**src/design/slip_store_defines.svh**
```systemverilog
// Operation
// Cell backplane selected disables both buffers
// Independent two-frame receive and transmit buffers
// Each buffer takes its own backplane rate
// Unlocked clocks: repeat frame empty, delete full
// Enable bits 0 and 4 insert buffer
// Min-delay bits 1 and 5 limit depth 32
// Reset edge puts pointers in opposite frames
// Software pulses reset/align after clock stable
// Align edge enforces half-frame pointer separation
// Software clears align before next align
// Receive status bits slip, empty, full
// Transmit status bits slip, empty, full
// Mask bit per event gates interrupt
// Backplane drives receive clock at T1/E1 rate
// Receive sync pin input or boundary output
// Line frame sync always; multiframe backplane-side
// T1 on 2.048 clock forces ones, blocks slots
// E1 on 1.544 deletes slots, inserts F-bit (code inserts F-bit only, deletes no slots)
// E1 enabled: multiframe sync on backplane output
// T1 2.048 transmit ignores slots, blocks them
// Backplane supplies transmit frame/multiframe sync
// Software sets insertion override when needed
// Reset delays: receive under frame, transmit over
// Align delay between half and 1.5 frames
// Min-delay needs sync output and locked clocks
// Status latched until cleared, masked to interrupt
`ifndef SLIP_STORE_DEFINES_SVH
`define SLIP_STORE_DEFINES_SVH
`define ADDR_STATUS 8'h1E
`define ADDR_MASK 8'h1F
`define ADDR_CONTROL 8'h4F
`define ADDR_MODE 8'h50
`define RESET_BYTE 8'h00
`define FRAME_BITS 9'd256
`define HALF_FRAME 9'd128
`define MIN_DEPTH 9'd32
`define FULL_DEPTH 9'h1FE
`define RX_RESET_SEP 9'd16
`define TX_RESET_SEP 9'd384
`define ALIGN_SEP 9'd256
`endif

```
**src/design/slip_store_pkg.sv**
```systemverilog
package slip_store_pkg;
  typedef struct packed {
    logic txAlign;
    logic txReset;
    logic txMinDelay;
    logic txEnable;
    logic rxAlign;
    logic rxReset;
    logic rxMinDelay;
    logic rxEnable;
  } control_s;
  typedef struct packed {
    logic slip;
    logic empty;
    logic full;
  } slip_s;
  typedef enum logic [2:0] {
    BUS_IDLE = 3'b001,
    BUS_ACK = 3'b010,
    BUS_DONE = 3'b100
  } bus_e;
endpackage

```
**src/design/dual_frame_elastic_store.sv**
```systemverilog
`timescale 1ns/1ns
`include "slip_store_defines.svh"
module dual_frame_elastic_store
  import slip_store_pkg::*;
(
  input wire logic clk,
  input wire logic rst,
  input wire logic [7:0] address,
  input wire logic read,
  input wire logic write,
  input wire logic [31:0] writedata,
  output logic [31:0] readdata,
  output logic waitrequest,
  input wire logic rxLineClock,
  input wire logic rxLineData,
  input wire logic rxLineFrame,
  input wire logic rx_system_clock,
  input wire logic rxSyncIn,
  output logic rx_serial_data,
  output logic rx_channel_block,
  output logic rx_line_frame_sync,
  output logic rx_multiframe_sync,
  output logic rxSyncOut,
  input wire logic tx_system_clock,
  input wire logic tx_serial_data,
  input wire logic tx_system_sync_in,
  input wire logic tx_line_clock,
  output logic txLineData,
  output logic tx_channel_block,
  output logic tx_line_sync,
  output logic irq
);
  // ==========================================================
  // Helpers
  function automatic logic [8:0] sep(input logic [8:0] w, input logic [8:0] r);
    sep = w - r;
  endfunction
  function automatic logic blockedSlot(input logic [7:0] bitPos);
    // Every fourth time slot, slot 0 included
    blockedSlot = bitPos[4:3] == 2'b00;
  endfunction

  // ==========================================================
  // Synchronisers
  logic [7:0] sa;
  logic [7:0] sb;
  logic [7:0] sc;
  always_ff @(posedge clk or posedge rst) begin
    if (rst) begin
      sa <= 8'h00;
      sb <= 8'h00;
      sc <= 8'h00;
    end else begin
      sa <= {rxLineClock, rxLineData, rxLineFrame, rx_system_clock, rxSyncIn,
             tx_system_clock, tx_serial_data, tx_system_sync_in};
      sb <= sa;
      sc <= sb;
    end
  end
  logic rlcRise;
  logic rscRise;
  logic tscRise;
  logic tscFall;
  assign rlcRise = sb[7] & ~sc[7];
  assign rscRise = sb[4] & ~sc[4];
  assign tscRise = sb[2] & ~sc[2];
  logic [1:0] tlc;
  always_ff @(posedge clk or posedge rst) begin
    if (rst) begin
      tlc <= 2'b00;
    end else begin
      tlc <= {tlc[0], tx_line_clock};
    end
  end
  logic tlcSeen;
  always_ff @(posedge clk or posedge rst) begin
    if (rst) begin
      tlcSeen <= 1'b0;
    end else begin
      tlcSeen <= tlc[1];
    end
  end
  assign tscFall = tlc[1] & ~tlcSeen;

  // ==========================================================
  // Registers
  control_s ctrl;
  control_s ctrlLast;
  logic [7:0] status;
  logic [7:0] mask;
  logic [1:0] mode;
  logic cellBackplane;
  bus_e busState;
  slip_s rxEv;
  slip_s txEv;
  logic clearStatus;
  // Writes land on the edge that sees waitrequest low
  assign clearStatus = busState == BUS_ACK && write && address == `ADDR_STATUS;
  always_ff @(posedge clk or posedge rst) begin
    if (rst) begin
      busState <= BUS_IDLE;
      waitrequest <= 1'b1;
      readdata <= 32'h0000_0000;
    end else begin
      case (busState)
        BUS_IDLE: begin
          if (read || write) begin
            busState <= BUS_ACK;
            waitrequest <= 1'b0;
            case (address)
              `ADDR_STATUS: readdata <= {24'h00_0000, status};
              `ADDR_MASK: readdata <= {24'h00_0000, mask};
              `ADDR_CONTROL: readdata <= {24'h00_0000, ctrl};
              `ADDR_MODE: readdata <= {29'h0000_0000, cellBackplane, mode};
              default: readdata <= 32'h0000_0000;
            endcase
          end
        end
        BUS_ACK: begin
          busState <= BUS_DONE;
          waitrequest <= 1'b1;
        end
        BUS_DONE: busState <= BUS_IDLE;
        default: busState <= BUS_IDLE;
      endcase
    end
  end
  always_ff @(posedge clk or posedge rst) begin
    if (rst) begin
      ctrl <= `RESET_BYTE;
      mask <= `RESET_BYTE;
      mode <= 2'b00;
      cellBackplane <= 1'b0;
    end else if (clearStatus == 1'b0 && busState == BUS_ACK && write) begin
      if (address == `ADDR_MASK) mask <= {2'b00, writedata[5:0]};
      if (address == `ADDR_CONTROL) ctrl <= writedata[7:0];
      if (address == `ADDR_MODE) begin
        mode <= writedata[1:0];
        cellBackplane <= writedata[2];
      end
    end
  end
  always_ff @(posedge clk or posedge rst) begin
    if (rst) begin
      status <= `RESET_BYTE;
      irq <= 1'b0;
    end else begin
      // Set wins over write-one-to-clear
      status <= (status & ~(clearStatus ? writedata[7:0] : 8'h00)) |
                {2'b00, txEv.full, txEv.empty, txEv.slip, rxEv.full, rxEv.empty, rxEv.slip};
      irq <= |(status & mask);
    end
  end
  always_ff @(posedge clk or posedge rst) begin
    if (rst) begin
      ctrlLast <= `RESET_BYTE;
    end else begin
      ctrlLast <= ctrl;
    end
  end
  logic rxOn;
  logic txOn;
  assign rxOn = ctrl.rxEnable & ~cellBackplane;
  assign txOn = ctrl.txEnable & ~cellBackplane;

  // ==========================================================
  // Buffers, two frames of 256 bits each
  logic [511:0] rxMem;
  logic [511:0] txMem;
  logic [8:0] rxW;
  logic [8:0] rxR;
  logic [8:0] txW;
  logic [8:0] txR;
  logic [7:0] rxBitOut;
  logic [7:0] txBitIn;
  logic [8:0] rxLimit;
  logic [8:0] txLimit;
  // Without min-delay, full one bit before the writer laps the reader
  assign rxLimit = ctrl.rxMinDelay ? `MIN_DEPTH : `FULL_DEPTH;
  assign txLimit = ctrl.txMinDelay ? `MIN_DEPTH : `FULL_DEPTH;
  always_ff @(posedge clk or posedge rst) begin
    if (rst) begin
      rxW <= 9'd0;
      rxMem <= '0;
    end else if (rlcRise) begin
      rxMem[rxW] <= sb[6];
      rxW <= rxW + 9'd1;
    end
  end
  // Receive read side, system clock domain sampled
  always_ff @(posedge clk or posedge rst) begin
    if (rst) begin
      rxR <= 9'd0;
      rxBitOut <= 8'd0;
      rxEv <= 3'b000;
    end else begin
      rxEv <= 3'b000;
      if (ctrl.rxReset && !ctrlLast.rxReset) begin
        rxR <= rxW - `RX_RESET_SEP;
      end else if (ctrl.rxAlign && !ctrlLast.rxAlign && sep(rxW, rxR) < `HALF_FRAME) begin
        rxR <= rxW - `ALIGN_SEP;
      end else if (rscRise && rxOn) begin
        rxBitOut <= (sb[3] && !ctrl.rxMinDelay) ? 8'd0 : rxBitOut + 8'd1;
        if (sep(rxW, rxR) == 9'd0) begin
          rxR <= rxR - `FRAME_BITS;
          rxEv <= 3'b110;
        end else if (sep(rxW, rxR) > rxLimit) begin
          rxR <= rxR + `FRAME_BITS;
          rxEv <= 3'b101;
        end else begin
          rxR <= rxR + 9'd1;
        end
      end
    end
  end
  always_ff @(posedge clk or posedge rst) begin
    if (rst) begin
      rx_serial_data <= 1'b1;
      rx_channel_block <= 1'b0;
      rx_line_frame_sync <= 1'b0;
      rx_multiframe_sync <= 1'b0;
      rxSyncOut <= 1'b0;
    end else begin
      rx_line_frame_sync <= sb[5];
      rxSyncOut <= rxOn && rxBitOut == 8'd0;
      rx_multiframe_sync <= rxOn ? rxBitOut == 8'd0 : sb[5];
      if (!rxOn) begin
        rx_serial_data <= sb[6];
      end else if (mode == 2'b01 && blockedSlot(rxBitOut) && rxBitOut != 8'h00) begin
        rx_serial_data <= 1'b1;
      end else if (mode == 2'b10 && rxBitOut == 8'd0) begin
        rx_serial_data <= 1'b1;
      end else begin
        rx_serial_data <= rxMem[rxR];
      end
      rx_channel_block <= rxOn && mode == 2'b01 && blockedSlot(rxBitOut);
    end
  end
  // Transmit write side
  always_ff @(posedge clk or posedge rst) begin
    if (rst) begin
      txW <= 9'd0;
      txBitIn <= 8'd0;
      txMem <= '0;
      tx_channel_block <= 1'b0;
    end else if (tscRise && txOn) begin
      txBitIn <= sb[0] ? 8'd0 : txBitIn + 8'd1;
      tx_channel_block <= mode == 2'b01 && blockedSlot(txBitIn);
      if (!(mode == 2'b01 && blockedSlot(txBitIn))) begin
        txMem[txW] <= sb[1];
        txW <= txW + 9'd1;
      end
    end
  end
  always_ff @(posedge clk or posedge rst) begin
    if (rst) begin
      txR <= 9'd0;
      txEv <= 3'b000;
      txLineData <= 1'b1;
      tx_line_sync <= 1'b0;
    end else begin
      txEv <= 3'b000;
      if (ctrl.txReset && !ctrlLast.txReset) begin
        txR <= txW - `TX_RESET_SEP;
        txLineData <= 1'b1;
      end else if (ctrl.txAlign && !ctrlLast.txAlign && sep(txW, txR) < `HALF_FRAME) begin
        txR <= txW - `ALIGN_SEP;
      end else if (tscFall) begin
        tx_line_sync <= txR[7:0] == 8'd0;
        if (!txOn) begin
          txLineData <= sb[1];
        end else if (sep(txW, txR) == 9'd0) begin
          txR <= txR - `FRAME_BITS;
          txEv <= 3'b110;
        end else if (sep(txW, txR) > txLimit) begin
          txR <= txR + `FRAME_BITS;
          txEv <= 3'b101;
        end else begin
          txLineData <= txMem[txR];
          txR <= txR + 9'd1;
        end
      end
    end
  end
endmodule

```
**config.mk**
```make
export PLATFORM = sky130hd
export DESIGN_NAME = dual_frame_elastic_store
export DESIGN_NICKNAME = d
export VERILOG_FILES = /design/src/design/slip_store_pkg.sv /design/src/design/dual_frame_elastic_store.sv
export VERILOG_INCLUDE_DIRS = /design/src /design/src/design
export SDC_FILE = /design/constraint.sdc
export NUM_CORES = 2
export LEC_CHECK = 0
export BUFFER_PORTS_ARGS = -buffer_cell sky130_fd_sc_hd__buf_4
export CORE_UTILIZATION = 50
export DETAILED_ROUTE_END_ITERATION = 8
export HOLD_SLACK_MARGIN = 0.05
export PLACE_DENSITY_LB_ADDON = 0.2
export SETUP_SLACK_MARGIN = 0.1
export SLEW_MARGIN = 0
export SYNTH_ARGS = -nofsm -noshare
export SYNTH_HDL_FRONTEND = slang
export SYNTH_SLANG_ARGS = --single-unit
```
**constraint.sdc**
```tcl
create_clock -name clk -period 43.7 [get_ports clk]
set_input_delay 2.185 -clock clk [delete_from_list [all_inputs] [get_ports clk]]
set_output_delay 2.185 -clock clk [all_outputs]
set_load 0.01 [all_outputs]
```
==> results.yml <==
grt:
  grt_pass1_wl_mm: 270
  antenna_found_initial: 0
  grt_max_degree: 254
  grt_pass1_vias: 43600
  overflow: 0
  grt_use_total_pct: 29.9
yosys:
  synth.ff_latch_count: 1151
  syn_inst: 5641
  synthMuxAreaShare_pct: 11.9
  synth.area.top_cells: "dfrtp_1 50%, mux4_2 10%, o21ai_0 9.3%"
  synth_edf_count: 0
  syn_area_um2: 57600
  avgSynthCellArea_um2: 10.2
  synth.most_common_cell: "dfrtp_1"
  ys_seq_area_share_pct: 50.0
  synth-adder-area-share_pct: 1.22
  ys.flop_type: "dfrtp_1"
  synthArstFlopShare_pct: 100
  synthTopCellsByCount: "1147 x dfrtp_1, 1068 x o21ai_0, 676 x nand2_1"
  synth_cell_types: 91
  yosysTopAreaCellShare_pct: 49.9
  synth-xor-area-share_pct: 0.606
  synth_top_family_by_area: "compound AO/OA/AOI/OAI gates"
  yosysTopAreaCell: "dfrtp_1"
  synth_warnings: 0
  synth-simple-area-share_pct: 12.4
  synth_compound_area_share_pct: 18.8
worst_setup_path:
  arrival_ns: 5.83
  crit_path_end_kind: "register"
  cp_num_buf_inv: 4
  max_stage_delay_ns: 0.69
  crit_path_start_kind: "register"
  cp_data_required_time_ns: 44.35
  crit_path_top_delay_cell: "clkinv_1"
  cp.depth: 19
  cp_top_family: "buffers and inverters"
  cp_max_fo: 34
  r2r_cells: 19
  crit_chain: "buf_4, clkinv_1, buf_4, ha_1, o21a_1, o31a_1, o21ai_0, nand2b_1, a21o_1, a21oi_1, xnor2_1, ha_1, nand3_1, o31ai_1, o31ai_1, buf_4, and2_1, o211ai_2, mux2i_1"
  path_common_cell: "buf_4"
  worstSetupPathType: "register to register"
sta:
  relSlewSlack_pct: 10.6
  finalCritPeriodShare_pct: 11.8
  fmax_ghz: 0.193
  clock_skew_ns: 0.0329
  min_period_ns: 5.18
  setup_viol: 0
  finalHoldViolCount: 0
  tightest_slew_ns: 1.34
  rsz0062_at_grt: "false"
  report.final.slew_viol_count: 0
  tns_ns: 0
die:
  start_util_pct: 50.4
  die_area_um2: 117000
  dieHeight_um: 341
  io_pins: 95
  placement_rows: 124
  coreArea_um2: 114000
  die_x_um: 341
cells_and_area:
  multi_input_area_um2: 26200
  layout-drive-gt1-share_pct: 12.4
  fillCellCount: 9974
  final_nets: 5375
  areaGrowthSynthToFinish_pct: 7.71
  ff_latch_area_um2: 28800
power_and_ir_drop:
  ir_worst_vdd_mv: 0.0522
  power.density_nw_per_um2: 44.0
  finalPower_mw: 2.73
  p_leak_nw: 27.8
status:
  run_status: "complete, no violations"
hold_path:
  min_path_type: "register to register"
  min_path_cells: 0
clock_tree:
  clkSinkCount: 1151
  numCtsBuffers: 120
  cts_tree: "yes"
  post_cts_resized: 0
  holdBufCountCts: 0
  cts_buffer_depth: 3
  clk_pin_slew_ns: 0.06
  clk_latency_ns: 0.73
  cts-root-buf: "clkbuf_16"
  post-cts-setup-buffers: 0
  cts-htree-levels: 3
place:
  place.gp.congestion: 0.861
  portBuffers: 46
  dp_hpwl_mm: 92.9
drt:
  route.detailed.drc: 0
  drtIter0Drc: 5347
  wl_mm: 174
  via_count: 45100
  wl_per_cell_um: 25.3
  postRouteAntennaNets: 0
  avgViaCountPerCell: 6.56
  drt_pre_antenna_iters: 6
job:
  drv_cap: 0
[power by group]
part           switching [mW]  internal [mW]  leakage [nW]
Sequential             0.0373           1.09          16.0
Combinational           0.356          0.193          9.87
Clock                   0.442          0.614          1.99
[area by class of cell]
cell class	instances	area share [%]
multi-input cells	3838	42.2
well taps	1512	3.05
clock buffers	185	5.77
repair buffers	116	1.51
diodes	2	0.00807
clock inverters	36	0.741
flip-flops and latches	1151	46.5
inverters	40	0.266
[registers in the layout, indices dropped and copies added (netlist names), 2 cells and up]
signal	cells
rxMem	512
tlc	2
txMem	512
mode	2
sa	8
rxW	9
txR	9
ctrlLast	4
sb	8
rxR	9
rxBitOut	8
txBitIn	5
rxEv	3
status	8
txW	9
txEv	3
mask	6
ctrl	8
readdata	8
sc	4
busState	3
[cell usage in the layout, fill, tap and decap left out, types with 26 or more instances in the layout]
cell       instances
buf_4            111
nand2_1          666
dfrtp_1         1141
clkbuf_1          32
xnor2_1           36
nor2_1           121
clkbuf_16        120
mux4_2           257
a22oi_1           26
o31ai_1          515
inv_1             33
ha_1              53
nor3_1            31
mux2i_1           71
o21ai_0         1068
nor2b_1           30
mux2_2            28
nand3_1          560
a21oi_1           59
clkbuf_8          33
[routing by layer]
layer  vias to the layer above  GRT usage, %  wire [um]
met3                       457          4.39      13500
met5                         -             0          0
li1                      20000             -          -
met4                         0          13.3       7930
met2                      2067          47.0      81400
met1                     22600          41.3      71300
[per-stage QoR]
stage	hold slack (ns)	worst slack [ns]	util, %	instances	area (um^2)
global placement	0.333	38.20	50.8	6657	58000
floorplan	0.331	9.10	-	5664	57700
detailed placement	0.337	38.19	50.8	6657	58000
CTS	0.351	38.58	54.3	6878	62000
global route	0.352	38.38	54.3	6878	62000
finish	0.350	38.52	54.3	6880	62000
[kinds of logic (layout without fill, tap and decap cells)]
logic type / after synthesis / in the layout
XOR/XNOR: 39 / 39
adder cells (fa/ha/maj): 55 / 55
multiplexers: 359 / 359
other: 1 / 26
buffers and inverters: 675 / 377
AND/OR/NAND/NOR: 1559 / 1559
AO/OA/AOI/OAI: 1802 / 1802
flip-flops: 1151 / 1151
[final timing paths]
kind / startpoint / end / slack [ns]
worst max register to register: txR[3] / txLineData / 38.52
worst min-delay path: sa[5] / sb[5] / 0.35
max in group asynchronous: rst / rxMem[375] / 39.04
worst min register to register: sa[5] / sb[5] / 0.35
worst max-delay path: txR[3] / txLineData / 38.52
min in group asynchronous: rst / txBitIn[0] / 1.57
[worst register-to-register path: stages, from the launching register on]
cell,delay [ns]
dfrtp_1,0.32
buf_4,0.51
clkinv_1,0.72
buf_4,0.53
ha_1,0.43
o21a_1,0.19
o31a_1,0.14
o21ai_0,0.24
nand2b_1,0.08
a21o_1,0.17
a21oi_1,0.18
xnor2_1,0.09
ha_1,0.31
nand3_1,0.10
o31ai_1,0.20
o31ai_1,0.11
buf_4,0.18
and2_1,0.20
o211ai_2,0.19
mux2i_1,0.21
Note: power is estimated with default switching activity, not from simulation.
